--- src/tmr_defines.svh ---
`ifndef TMR_DEFINES_SVH
`define TMR_DEFINES_SVH

`define TMR_OFF_MODE 8'h00
`define TMR_OFF_CAPCTL 8'h04
`define TMR_OFF_OUTCTL 8'h08
`define TMR_OFF_CMP0 8'h0c
`define TMR_OFF_CMP1 8'h10
`define TMR_OFF_COUNT 8'h14
`define TMR_OFF_EDGE 8'h18
`define TMR_OFF_OSC 8'h1c
`define TMR_OFF_CLKSEL 8'h20

`define TMR_MODE_OVF_BIT 0
`define TMR_MODE_LSB 1
`define TMR_MODE_MSB 3
`define TMR_OC_PIN_EN_BIT 0
`define TMR_OC_INV0_BIT 1
`define TMR_OC_INV1_BIT 2
`define TMR_OC_INIT_BIT 3
`define TMR_OC_ONESHOT_BIT 4
`define TMR_OC_TRIG_BIT 6
`define TMR_EDGE_LSB 2
`define TMR_EDGE_MSB 3
`define TMR_OSC_SPEED_BIT 0
`define TMR_CLKSEL_LSB 0
`define TMR_CLKSEL_MSB 2

`define TMR_MODE_STOP 3'h0
`define TMR_MODE_CLR_EDGE 3'h2
`define TMR_MODE_CLR_MATCH 3'h3

`define TMR_EDGE_FALL 2'h0
`define TMR_EDGE_RISE 2'h1
`define TMR_EDGE_BOTH 2'h3

`define TMR_SRC_EXT_PIN 3'h4
`define TMR_SRC_WATCH 3'h5

`define TMR_RST_CMP 16'h0000
`define TMR_RST_BYTE 8'h00
`define TMR_COUNT_ALL 16'hffff

`define TMR_RESP_OKAY 2'h0
`define TMR_RESP_SLVERR 2'h2

`endif

--- src/tmr_pkg.sv ---
package tmr_pkg;

  typedef struct packed {
    logic pin_en;
    logic inv0;
    logic inv1;
    logic init_lvl;
    logic oneshot;
  } tmr_outctl_t;

  typedef struct packed {
    logic awready;
    logic wready;
    logic bvalid;
    logic [1:0] bresp;
    logic arready;
    logic rvalid;
    logic [1:0] rresp;
    logic [31:0] rdata;
    logic aw_have;
    logic [7:0] awaddr;
    logic w_have;
    logic [31:0] wdata;
    logic [3:0] wstrb;
    logic [2:0] mode;
    logic ovf;
    logic [7:0] capctl;
    tmr_outctl_t oc;
    logic [15:0] cmp0;
    logic [15:0] cmp1;
    logic [15:0] count;
    logic busy;
    logic out_ff;
    logic pin_out;
    logic [1:0] edge_sel;
    logic speed;
    logic [2:0] clk_sel;
    logic [3:0] pre;
    logic trig_q;
    logic watch_q;
  } tmr_state_t;

endpackage

--- src/tmr_top.sv ---
// Chosen here: the register offsets and the AXI4-Lite interface to the registers.
`timescale 1ns/1ps
`include "tmr_defines.svh"

module tmr_top
  import tmr_pkg::*;
#(
  parameter int ADDR_W = 8
) (
  input wire logic REF_CLK,
  input wire logic NRST,
  input wire logic [ADDR_W-1:0] S_AXI_AWADDR,
  input wire logic S_AXI_AWVALID,
  output logic S_AXI_AWREADY,
  input wire logic [31:0] S_AXI_WDATA,
  input wire logic [3:0] S_AXI_WSTRB,
  input wire logic S_AXI_WVALID,
  output logic S_AXI_WREADY,
  output logic [1:0] S_AXI_BRESP,
  output logic S_AXI_BVALID,
  input wire logic S_AXI_BREADY,
  input wire logic [ADDR_W-1:0] S_AXI_ARADDR,
  input wire logic S_AXI_ARVALID,
  output logic S_AXI_ARREADY,
  output logic [31:0] S_AXI_RDATA,
  output logic [1:0] S_AXI_RRESP,
  output logic S_AXI_RVALID,
  input wire logic S_AXI_RREADY,
  input wire logic TRIG_IN,
  input wire logic WATCH_IN,
  output logic PULSE_OUT
);

  // Address decode uses the low eight bits only
  if (ADDR_W < 8 || ADDR_W > 32) begin
    $error("ADDR_W must lie between 8 and 32");
  end

  tmr_state_t s_reg;
  tmr_state_t s_next;

  // Byte-lane merge of a write into a stored word
  function automatic logic [31:0] merge(input logic [31:0] old_w,
                                        input logic [31:0] new_w,
                                        input logic [3:0] strb);
    logic [31:0] r;
    r = old_w;
    for (int i = 0; i < 4; i++) begin
      if (strb[i]) begin
        r[i*8 +: 8] = new_w[i*8 +: 8];
      end
    end
    return r;
  endfunction

  function automatic logic addr_known(input logic [7:0] a);
    logic [7:0] w;
    w = {a[7:2], 2'h0};
    return w == `TMR_OFF_MODE || w == `TMR_OFF_CAPCTL ||
           w == `TMR_OFF_OUTCTL || w == `TMR_OFF_CMP0 ||
           w == `TMR_OFF_CMP1 || w == `TMR_OFF_COUNT ||
           w == `TMR_OFF_EDGE || w == `TMR_OFF_OSC ||
           w == `TMR_OFF_CLKSEL;
  endfunction

  function automatic logic [31:0] read_word(input logic [7:0] a,
                                            input tmr_state_t st);
    logic [31:0] r;
    r = 32'h0;
    case ({a[7:2], 2'h0})
      `TMR_OFF_MODE: begin
        r[`TMR_MODE_MSB:`TMR_MODE_LSB] = st.mode;
        r[`TMR_MODE_OVF_BIT] = st.ovf;
      end
      `TMR_OFF_CAPCTL: r[7:0] = st.capctl;
      `TMR_OFF_OUTCTL: begin
        r[`TMR_OC_PIN_EN_BIT] = st.oc.pin_en;
        r[`TMR_OC_INV0_BIT] = st.oc.inv0;
        r[`TMR_OC_INV1_BIT] = st.oc.inv1;
        r[`TMR_OC_INIT_BIT] = st.oc.init_lvl;
        r[`TMR_OC_ONESHOT_BIT] = st.oc.oneshot;
      end
      `TMR_OFF_CMP0: r[15:0] = st.cmp0;
      `TMR_OFF_CMP1: r[15:0] = st.cmp1;
      `TMR_OFF_COUNT: r[15:0] = st.count;
      `TMR_OFF_EDGE: r[`TMR_EDGE_MSB:`TMR_EDGE_LSB] = st.edge_sel;
      `TMR_OFF_OSC: r[`TMR_OSC_SPEED_BIT] = st.speed;
      `TMR_OFF_CLKSEL: r[`TMR_CLKSEL_MSB:`TMR_CLKSEL_LSB] = st.clk_sel;
      default: r = 32'h0;
    endcase
    return r;
  endfunction

  // Prescaler tap for sel 0 to 3: divide by 2^(sel+1), halved when speed is set
  function automatic logic pre_tick(input logic [3:0] pre,
                                    input logic [2:0] sel,
                                    input logic speed);
    logic [3:0] mask;
    logic [2:0] sh;
    sh = sel + 3'(!speed);
    mask = 4'((5'h1 << sh) - 5'h1);
    return (pre & mask) == mask;
  endfunction

  logic running;
  logic trig_edge;
  logic watch_edge;
  logic tick;
  logic [15:0] cnt_inc;
  logic m0;
  logic m1;
  logic lo_hit;
  logic hi_hit;
  logic start;
  logic wr_go;
  logic [7:0] wa;
  logic [31:0] wv;
  logic [2:0] new_mode;

  always_comb begin
    s_next = s_reg;
    running = s_reg.mode != `TMR_MODE_STOP;
    start = 1'b0;
    lo_hit = 1'b0;
    hi_hit = 1'b0;
    new_mode = `TMR_MODE_STOP;
    wv = 32'h0;
    s_next.trig_q = TRIG_IN;
    s_next.watch_q = WATCH_IN;

    // Valid edge on the trigger pin, seen only while running
    case (s_reg.edge_sel)
      `TMR_EDGE_FALL: trig_edge = s_reg.trig_q & ~TRIG_IN;
      `TMR_EDGE_RISE: trig_edge = ~s_reg.trig_q & TRIG_IN;
      `TMR_EDGE_BOTH: trig_edge = s_reg.trig_q ^ TRIG_IN;
      default: trig_edge = 1'b0;
    endcase
    trig_edge = trig_edge & running;
    watch_edge = ~s_reg.watch_q & WATCH_IN;

    case (s_reg.clk_sel)
      `TMR_SRC_EXT_PIN: tick = trig_edge;
      `TMR_SRC_WATCH: tick = watch_edge;
      default: tick = pre_tick(s_reg.pre, s_reg.clk_sel, s_reg.speed);
    endcase
    tick = tick & running;
    s_next.pre = running ? s_reg.pre + 4'h1 : 4'h0;

    // Match fires on the tick that would bring the count to the compare
    cnt_inc = s_reg.count + 16'h1;
    m0 = tick && cnt_inc == s_reg.cmp0;
    m1 = tick && cnt_inc == s_reg.cmp1;
    if (tick) begin
      if (m0 && s_reg.mode == `TMR_MODE_CLR_MATCH) begin
        s_next.count = 16'h0;
      end else begin
        s_next.count = cnt_inc;
      end
    end

    if (s_reg.oc.oneshot) begin
      lo_hit = (s_reg.cmp1 < s_reg.cmp0) ? m1 : m0;
      hi_hit = (s_reg.cmp1 < s_reg.cmp0) ? m0 : m1;
      if (s_reg.busy && lo_hit) begin
        s_next.out_ff = ~s_reg.oc.init_lvl;
      end
      if (s_reg.busy && hi_hit) begin
        s_next.out_ff = s_reg.oc.init_lvl;
        s_next.busy = 1'b0;
      end
    end else begin
      s_next.out_ff = s_reg.out_ff ^ (m0 & s_reg.oc.inv0) ^
                      (m1 & s_reg.oc.inv1);
    end

    // Edge restart: ignored while a one-shot pulse is running
    if (s_reg.mode == `TMR_MODE_CLR_EDGE && trig_edge) begin
      if (!s_reg.oc.oneshot || !s_reg.busy) begin
        start = 1'b1;
      end
    end

    // AXI4-Lite write path: address and data taken in either order
    if (S_AXI_AWVALID && s_reg.awready) begin
      s_next.aw_have = 1'b1;
      s_next.awaddr = 8'(S_AXI_AWADDR);
    end
    if (S_AXI_WVALID && s_reg.wready) begin
      s_next.w_have = 1'b1;
      s_next.wdata = S_AXI_WDATA;
      s_next.wstrb = S_AXI_WSTRB;
    end
    wr_go = s_reg.aw_have && s_reg.w_have && !s_reg.bvalid;
    wa = {s_reg.awaddr[7:2], 2'h0};
    if (wr_go) begin
      s_next.aw_have = 1'b0;
      s_next.w_have = 1'b0;
      s_next.bvalid = 1'b1;
      s_next.bresp = addr_known(wa) ? `TMR_RESP_OKAY : `TMR_RESP_SLVERR;
      wv = merge(read_word(wa, s_reg), s_reg.wdata, s_reg.wstrb);
      case (wa)
        `TMR_OFF_MODE: begin
          new_mode = wv[`TMR_MODE_MSB:`TMR_MODE_LSB];
          s_next.mode = new_mode;
          if (!wv[`TMR_MODE_OVF_BIT]) begin
            s_next.ovf = 1'b0;
          end
          if (new_mode == `TMR_MODE_STOP) begin
            s_next.count = 16'h0;
            s_next.busy = 1'b0;
            s_next.pre = 4'h0;
          end else if (!running) begin
            s_next.count = 16'h0;
            s_next.pre = 4'h0;
          end
        end
        `TMR_OFF_CAPCTL: s_next.capctl = wv[7:0];
        `TMR_OFF_OUTCTL: begin
          s_next.oc.pin_en = wv[`TMR_OC_PIN_EN_BIT];
          s_next.oc.inv0 = wv[`TMR_OC_INV0_BIT];
          s_next.oc.inv1 = wv[`TMR_OC_INV1_BIT];
          s_next.oc.init_lvl = wv[`TMR_OC_INIT_BIT];
          s_next.oc.oneshot = wv[`TMR_OC_ONESHOT_BIT];
          s_next.out_ff = wv[`TMR_OC_INIT_BIT];
          if (wv[`TMR_OC_TRIG_BIT] && wv[`TMR_OC_ONESHOT_BIT] &&
              running) begin
            start = 1'b1;
          end
        end
        `TMR_OFF_CMP0: s_next.cmp0 = wv[15:0];
        `TMR_OFF_CMP1: s_next.cmp1 = wv[15:0];
        `TMR_OFF_EDGE: s_next.edge_sel = wv[`TMR_EDGE_MSB:`TMR_EDGE_LSB];
        `TMR_OFF_OSC: s_next.speed = wv[`TMR_OSC_SPEED_BIT];
        `TMR_OFF_CLKSEL: begin
          s_next.clk_sel = wv[`TMR_CLKSEL_MSB:`TMR_CLKSEL_LSB];
        end
        default: s_next.bresp = `TMR_RESP_SLVERR;
      endcase
    end else begin
      wv = 32'h0;
      new_mode = `TMR_MODE_STOP;
    end
    if (s_reg.bvalid && S_AXI_BREADY) begin
      s_next.bvalid = 1'b0;
    end
    s_next.awready = !s_next.aw_have && !s_next.bvalid;
    s_next.wready = !s_next.w_have && !s_next.bvalid;

    // Clear and start; a one-shot start also restores the idle level and sets busy
    if (start) begin
      s_next.count = 16'h0;
      s_next.pre = 4'h0;
      if (s_next.oc.oneshot) begin
        s_next.busy = 1'b1;
        s_next.out_ff = s_next.oc.init_lvl;
      end
    end

    // Overflow sets after a register-write clear in the same cycle, but not in a cycle with a start
    if (tick && s_reg.count == `TMR_COUNT_ALL && !start) begin
      s_next.ovf = 1'b1;
    end

    // AXI4-Lite read path, one cycle to the answer
    if (S_AXI_ARVALID && s_reg.arready) begin
      s_next.arready = 1'b0;
      s_next.rvalid = 1'b1;
      s_next.rdata = read_word(8'(S_AXI_ARADDR), s_reg);
      s_next.rresp = addr_known(8'(S_AXI_ARADDR)) ? `TMR_RESP_OKAY :
                     `TMR_RESP_SLVERR;
    end else if (s_reg.rvalid && S_AXI_RREADY) begin
      s_next.rvalid = 1'b0;
      s_next.arready = 1'b1;
    end

    s_next.pin_out = s_next.out_ff & s_next.oc.pin_en;
  end

  always_ff @(posedge REF_CLK) begin
    if (!NRST) begin
      s_reg <= '0;
      s_reg.awready <= 1'b1;
      s_reg.wready <= 1'b1;
      s_reg.arready <= 1'b1;
      s_reg.cmp0 <= `TMR_RST_CMP;
      s_reg.cmp1 <= `TMR_RST_CMP;
      s_reg.capctl <= `TMR_RST_BYTE;
    end else begin
      s_reg <= s_next;
    end
  end

  assign S_AXI_AWREADY = s_reg.awready;
  assign S_AXI_WREADY = s_reg.wready;
  assign S_AXI_BVALID = s_reg.bvalid;
  assign S_AXI_BRESP = s_reg.bresp;
  assign S_AXI_ARREADY = s_reg.arready;
  assign S_AXI_RVALID = s_reg.rvalid;
  assign S_AXI_RDATA = s_reg.rdata;
  assign S_AXI_RRESP = s_reg.rresp;
  assign PULSE_OUT = s_reg.pin_out;

endmodule

--- config.mk ---
export PLATFORM = sky130hd
export DESIGN_NAME = tmr_top
export DESIGN_NICKNAME = d
export VERILOG_FILES = /design/src/tmr_pkg.sv /design/src/tmr_top.sv
export VERILOG_INCLUDE_DIRS = /design/src
export SDC_FILE = /design/constraint.sdc
export NUM_CORES = 1
export LEC_CHECK = 0
export BUFFER_PORTS_ARGS = -buffer_cell sky130_fd_sc_hd__buf_2
export CAP_MARGIN = 20
export CORE_ASPECT_RATIO = 0.8
export CORE_MARGIN = 1.5
export CORE_UTILIZATION = 50
export DETAILED_ROUTE_END_ITERATION = 12
export PLACE_DENSITY_LB_ADDON = 0.15
export SYNTH_ARGS = -nofsm -noshare
export SYNTH_HDL_FRONTEND = slang
export SYNTH_SLANG_ARGS = --single-unit
--- constraint.sdc ---
create_clock -name REF_CLK -period 3.8 [get_ports REF_CLK]
set_input_delay 0.38 -clock REF_CLK [delete_from_list [all_inputs] [get_ports REF_CLK]]
set_output_delay 0.38 -clock REF_CLK [all_outputs]
set_load 0.03 [all_outputs]
Yosys cells after proc, flatten, opt, wreduce, memory -nomap -nowiden
Cells that the tools add are included.
{ "totals": {"regBits": 151, "output_inout_bits": 42, "elab_cells": 209} }
{ "classes": {"addsub": 4, "magnitude_cmp": 1, "eq_ne": 27, "n_shift": 1, "muxes": 63, "n_bitwise": 17, "reduce_logical": 63} }
{ "ops": {"columns": ["cell", "count"], "rows": [
  ["$mux W16", 6],
  ["$mux W64", 1],
  ["$eq A6 B3 Y1 const B", 8],
  ["$mux W8", 5],
  ["$mux W37", 1],
  ["$eq A16 B16 Y1", 2],
  ["$pmux W1 S8", 4],
  ["$pmux W1 S7", 4],
  ["$eq A6 B2 Y1 const B", 4],
  ["$pmux W3 S4", 2],
  ["$pmux W8 S3", 1],
  ["$mux W4", 5],
  ["$logic_and A1 B1 Y1", 19],
  ["$mux W1", 18],
  ["$logic_or A1 B1 Y1", 17],
  ["$mux W17", 1],
  ["$add A16 B1 Y16 const B", 1],
  ["$eq A16 B16 Y1 const B", 1],
  ["$lt A16 B16 Y1", 1],
  ["$mux W2", 8],
  ["$reduce_and A2 Y1", 8],
  ["$eq A6 B1 Y1 const B", 2],
  ["$eq A6 B4 Y1 const B", 2],
  ["$logic_not A6 Y1", 2],
  ["28 further kinds", 53]
]} }

Logic depth before layout (Yosys ltp)
{ "logic_depth": {"ltp_word": 20, "ltp_mapped": 17, "ltp_nobuf": 16} }

Least setup slack after synthesis
No wires, ideal clock.
{ "synth_timing": {"path_kind": "flip-flop to flip-flop", "start": "reg s_reg[9] (netlist bit)", "end": "reg s_reg[13] (netlist bit)", "setup_time_ns": 0.124, "arrival_time_ns": 3.593, "required_time_ns": 3.676, "setup_slack_ns": 0.083, "path_stages_with_launch": 16, "path_buffers": 0, "period_less_slack_ns": 3.717, "path_cell_list": "dfxtp_1 inv_1 ha_1 ha_1 xor2_1 or3_1 ha_1 or3_1 a21oi_1 o32ai_1 nor4bb_1 and4_4 or4_1 a311o_1 a221oi_2 nor3b_1"} }
{ "synth_between": {"elab_chain_len": 18, "elab_cells_between_ends": 25} }
{ "synth_rtl": {"columns": ["element", "line", "source"], "rows": [
  ["start: declaration", "tmr_top.sv:39", "tmr_state_t s_reg;"],
  ["start signal: assignment", "tmr_top.sv:289", "s_reg <= s_next;"],
  ["$logic_not A1 Y1 (*)", "tmr_top.sv:100", "sh = sel + 3'(!speed);"],
  ["$add A3 B1 Y3 (*)", "tmr_top.sv:100", null],
  ["$shl A1 B3 Y4 (*)", "tmr_top.sv:101", "mask = 4'((5'h1 << sh) - 5'h1);"],
  ["$sub A4 B1 Y4 (*)", "tmr_top.sv:101", null],
  ["$and A4 B4 Y4", "tmr_top.sv:102", "return (pre & mask) == mask;"],
  ["$eq A4 B4 Y1 (*)", "tmr_top.sv:102", null],
  ["$pmux W1 S2 (*)", "tmr_top.sv:141", "case (s_reg.clk_sel)"],
  ["$and A1 B1 Y1 (*)", "tmr_top.sv:146", "tick = tick & running;"],
  ["(+2 left out)", null, null],
  ["$logic_and A1 B1 Y1", "tmr_top.sv:164", "if (s_reg.busy && lo_hit) begin"],
  ["$mux W1", "tmr_top.sv:164", null],
  ["$mux W2", "tmr_top.sv:167", "if (s_reg.busy && hi_hit) begin"],
  ["$mux W1 (*)", "tmr_top.sv:161", "if (s_reg.oc.oneshot) begin"],
  ["$mux W1", "tmr_top.sv:201", "case (wa)"],
  ["$mux W64 (*)", "tmr_top.sv:195", "if (wr_go) begin"],
  ["$mux W2", "tmr_top.sv:253", "if (s_next.oc.oneshot) begin"],
  ["$mux W2 (*)", "tmr_top.sv:250", "if (start) begin"]
]} }
Every way passes the cells marked *; elsewhere a longest branch is shown, timed or not. The select of a mux whose other input is x is not followed.
A chain may end at the register's enable or synchronous reset.

Worst setup path after layout
{ "layout_timing": {"start": "reg s_reg[9] (netlist bit)", "end": "reg s_reg (netlist bit PULSE_OUT)"} }
{ "layout_between": {"elab_chain_len": 19, "elab_cells_between_ends": 30} }
{ "layout_rtl": {"columns": ["element", "line", "source"], "rows": [
  ["$logic_not A1 Y1", "tmr_top.sv:100", null],
  ["$add A3 B1 Y3", "tmr_top.sv:100", null],
  ["$shl A1 B3 Y4", "tmr_top.sv:101", null],
  ["$sub A4 B1 Y4", "tmr_top.sv:101", null],
  ["$and A4 B4 Y4", "tmr_top.sv:102", null],
  ["$eq A4 B4 Y1", "tmr_top.sv:102", null],
  ["$pmux W1 S2", "tmr_top.sv:141", null],
  ["$and A1 B1 Y1", "tmr_top.sv:146", null],
  ["(+3 left out)", null, null],
  ["$mux W1", "tmr_top.sv:164", null],
  ["$mux W2", "tmr_top.sv:167", null],
  ["$mux W1", "tmr_top.sv:161", null],
  ["$mux W1", "tmr_top.sv:201", null],
  ["$mux W64 (*)", "tmr_top.sv:195", null],
  ["$mux W2", "tmr_top.sv:253", null],
  ["$mux W2", "tmr_top.sv:250", null],
  ["$and A1 B1 Y1 (*)", "tmr_top.sv:276", "s_next.pin_out = s_next.out_ff & s_next.oc.pin_en;"]
]} }
Marks and branches as above.

==> impl.org <==
** Yosys
- In this run the cell area of the synthesized design comes to about 8500 um^2.
- Number of warnings printed during yosys synthesis :: 0
- Yosys mapped the design onto 77 distinct sky130hd cell types.
- The most used flip-flop cell after synthesis is sky130_fd_sc_hd__dfxtp_1.
- Number of synthesized flops with an enable pin :: 0
- Cells after Synth :: approximately 1100
- A synthesized cell averages approximately 7.7 um^2.
- After synthesis the netlist holds a flip-flop and latch count of between 100 and 150.
- Of all flip-flops after synthesis, the portion carrying an async set or reset was 0%.
- After synthesis, flip-flops and latches occupy 30.4% of the total area.

** Detailed routing
- The routed design has 28000 um of wire.
- Remaining antenna violation count :: 0
- WL/cell :: around 20 um
- DRC :: 0
- The pre-antenna-repair detailed-routing pass consisted of 5 iterations.
- The final route contains ~8600 vias.
- Number of violations reported at the end of detailed-routing iteration 0 :: roughly 1200
- After detailed routing, the number of vias per cell comes to roughly 6.1.

** STA
- Post-route minimum period :: around 3.9 ns
- The final critical path takes up 102% of the cycle.
- On the final layout, the worst clock skew is around 0.01 ns.
- Static timing analysis puts the maximum clock frequency at 258 MHz.
- Fin. max-slew vios :: 0
- Across all hold checks on the routed design, the worst slack comes to approximately 0.17 ns.
- Least setup slack across all paths after layout :: -0.0688 ns
- For the pin with the worst max-slew slack, the measured transition is between 0.9 and 1 ns.
- Final setup violating endpoints :: 2
- Setup repair after global routing missed its margin :: true
- The final count of hold timing violations came to 0.
- Max transition margin :: between 30% and 40%

** Critical path
- Sort of element at the end of the critical path :: flip-flop
- CP Max Fanout :: 2
- STA puts the critical path data required time at just over 4 ns.
- Launching instance or port of the critical path :: s_reg[9]
- The startpoint identified for the worst register-to-register timing path is s_reg[9].
- Kind of launch point of the worst setup path :: flip-flop
- By startpoint and endpoint, the worst setup path is classified as flip-flop to flip-flop.
- Data arrives at the worst endpoint at between 4 and 5 ns.

** Die
- For this configuration, the core starts out at a cell density of 51.3%.
- The die is 120 um tall.
- Num ports :: around 100
- The region available for standard cell placement spans roughly 17000 um^2.
- The floorplan has 42 rows.
- The die covers roughly 18000 um^2.
- Width of the die :: around 150 um

** Clock network
- In this run the number of H-tree levels came out at 4.
- Clk Latency, worst-skew pair :: 0.43 ns
- No sink is reached through more buffers than the 2 on the longest clock path.
- Clock tree synthesis inserted a total of 17 buffers.
- Root Buffer Master :: sky130_fd_sc_hd__clkbuf_16
- Clock sink total :: about 130
- TritonCTS built the clock tree.
- After clock tree synthesis, the clock-pin slew on the worst setup and hold paths is 0.07 ns.

** Place
- Post-Place Cells :: roughly 1400
- Placer's final routability congestion estimate :: 1.01
- Detailed placement ended at an HPWL of between 20000 and 25000 um.
- Buffers placed on the I/O ports in this run total 62.
- In this run the cell area measured after placement is 9250 um^2.

** Layout
- Final core utilization :: between 60% and 70%
- The finished cells cover 10000 um^2.
- Final cell count without fillers :: around 1400
- Of the cells placed in the final design, the portion with a size suffix greater than 1 is around 19%.
- Most common cell after layout, fill and taps aside :: sky130_fd_sc_hd__nand2_1
- Total Nets Final :: 1268
- Commonest cells after routing, fill and taps aside :: sky130_fd_sc_hd__nand2_1 (148), sky130_fd_sc_hd__dfxtp_1 (128), sky130_fd_sc_hd__buf_4 (94)
- ANT cells :: 0
- Flip-flop count of the largest register after layout :: approximately 110
- Compared with the post-synthesis result, the final layout area differs by 18.3%.
- The layout has 1546 filler cells.

** Min path
- Hold/Removal Path Class :: input port to flip-flop
- The startpoint identified for the worst hold timing path is WATCH_IN.

** Global routing
- For this run, global-route usage on met1 was measured as 48.4%.
- The first global-routing pass estimated 43800 um of wire.
- Met3 GRT Util :: between 8 and 9%
- The via count of the first global-routing pass is 7889.
- Met2 track demand over resource :: 42.8%
- Global route total overflow :: 0
- After global routing, the most crowded layer is met1.
- Combined global-route utilization of all metal layers :: roughly a third
- Entering global routing, the biggest net connects roughly 60 pins.
- The number of antenna violations at the first check in global routing is 0.

** Power
- For this design the static power due to leakage is 3.95 nW.
- For this design the ratio of total power to cell area is between 300 and 400 nW/um^2.
- Worst supply voltage drop on vdd :: between 300 and 400 uV
- After layout, the design draws a total of ~0.0034 W.

** Job
- Max_cap viols :: 0

** Run status
- Violations in the final reports :: setup timing
- The run finished, with violations left.
==> per-stage QoR <==
step	TNS, ns	worst slack (ns)
6_report	-0.127	-0.0688
4_1_cts	0	0.00247
2_1_floorplan	0	0.0825
3_5_place_dp	-0.134	-0.0673
3_3_place_gp	-0.0564	-0.0332
5_1_grt	-0.276	-0.145
==> final timing paths <==
| path | end | slack [ns] | cells past startpoint |
|---|---|---|---|
| worst max-delay path | PULSE_OUT | -0.07 | 16 |
| worst min-delay path | s_reg[0] | 0.17 | 2 |
| worst max register to register | PULSE_OUT | -0.07 | 16 |
| worst min register to register | s_reg[88] | 0.47 | 2 |
==> cells in the mapped netlist, types with 9 or more instances <==
cell | n | area share, %
sky130_fd_sc_hd__clkbuf_1 | 62 | 2.7
sky130_fd_sc_hd__and3_1 | 14 | 1.0
sky130_fd_sc_hd__nand2_1 | 148 | 6.5
sky130_fd_sc_hd__a21oi_1 | 58 | 3.4
sky130_fd_sc_hd__nor3_1 | 19 | 1.1
sky130_fd_sc_hd__nor2_1 | 79 | 3.5
sky130_fd_sc_hd__o21ai_0 | 61 | 3.6
sky130_fd_sc_hd__xor2_1 | 9 | 0.93
sky130_fd_sc_hd__buf_2 | 10 | 0.59
sky130_fd_sc_hd__o211ai_1 | 9 | 0.80
sky130_fd_sc_hd__nor3b_1 | 17 | 1.5
sky130_fd_sc_hd__buf_4 | 36 | 3.2
sky130_fd_sc_hd__nand2b_1 | 18 | 1.3
sky130_fd_sc_hd__ha_1 | 22 | 3.2
sky130_fd_sc_hd__mux2i_1 | 17 | 2.0
sky130_fd_sc_hd__or3_1 | 9 | 0.66
sky130_fd_sc_hd__o31ai_1 | 11 | 0.97
sky130_fd_sc_hd__a22oi_1 | 15 | 1.3
sky130_fd_sc_hd__a21boi_0 | 54 | 4.8
sky130_fd_sc_hd__o211a_1 | 10 | 1.2
sky130_fd_sc_hd__a222oi_1 | 13 | 1.5
sky130_fd_sc_hd__nand4_1 | 15 | 1.1
sky130_fd_sc_hd__inv_1 | 36 | 1.6
sky130_fd_sc_hd__xnor2_1 | 23 | 2.4
sky130_fd_sc_hd__and2_1 | 24 | 1.8
sky130_fd_sc_hd__nand3_1 | 40 | 2.4
sky130_fd_sc_hd__dfxtp_1 | 129 | 30
sky130_fd_sc_hd__nor2b_1 | 18 | 1.3
==> report_power, final <==
group	switching [W]	total [W]	internal, W
combinational	0.000191	0.000284	0.0000934
sequential	0.0000374	0.00142	0.00138
clock	0.000721	0.00166	0.000935
==> metal layers <==
metal / vias up / share of wire (%) / wire (um)
li1: 4073 / - / -
met1: 3998 / 47 / 13000
met2: 465 / 40 / 11100
met3: 56 / 11 / 3190
met4: 0 / 2.3 / 645
met5: - / 0 / 0
==> worst max-delay path, stage by stage, from the launching register on <==
cell                       delay [ns]
sky130_fd_sc_hd__dfxtp_2         0.33
sky130_fd_sc_hd__inv_2           0.04
sky130_fd_sc_hd__ha_4            0.15
sky130_fd_sc_hd__ha_4            0.16
sky130_fd_sc_hd__xor2_2          0.15
sky130_fd_sc_hd__or3_4           0.39
sky130_fd_sc_hd__ha_4            0.17
sky130_fd_sc_hd__or3_4           0.37
sky130_fd_sc_hd__a21oi_4         0.18
sky130_fd_sc_hd__o32ai_4         0.11
sky130_fd_sc_hd__buf_4           0.17
sky130_fd_sc_hd__nor4bb_4        0.14
sky130_fd_sc_hd__and4_4          0.19
sky130_fd_sc_hd__or4_1           0.40
sky130_fd_sc_hd__a311o_1         0.39
sky130_fd_sc_hd__a221oi_2        0.30
sky130_fd_sc_hd__nor2_1          0.09
==> area by class of cell <==
cell class              count  area (um^2)  share of cell area (%)
repair buffers            159         1080                    10.8
multi-input cells         842         5370                    53.5
flip-flops and latches    129         2580                    25.7
clock inverters            15          171                    1.71
clock buffers              17          425                    4.24
inverters                  36          135                    1.35
well taps                 220          275                    2.74
==> logic make-up after synthesis <==
| group | Yosys count | synth area share (%) |
|---|---|---|
| and+or+nand+nor | 438 | 25.9 |
| AOI/OAI and AO/OA | 305 | 24.9 |
| xor gates and xnor gates | 34 | 3.83 |
| other | 1 | 0.0442 |
| adders and majority gates | 22 | 3.24 |
| DFF | 129 | 30.4 |
| buffers and inverters | 150 | 8.37 |
| muxes | 25 | 3.20 |
==> what timing repair did <==
item / in CTS / in global routing
resized for setup: 6 / 13
hold buffers: 0 / 0
pin swaps: 5 / 10
gates cloned: 0 / 1
setup buffers: 0 / 8
setup endpoints to repair: 2 / 2
Power figures use the tool's default switching activity.
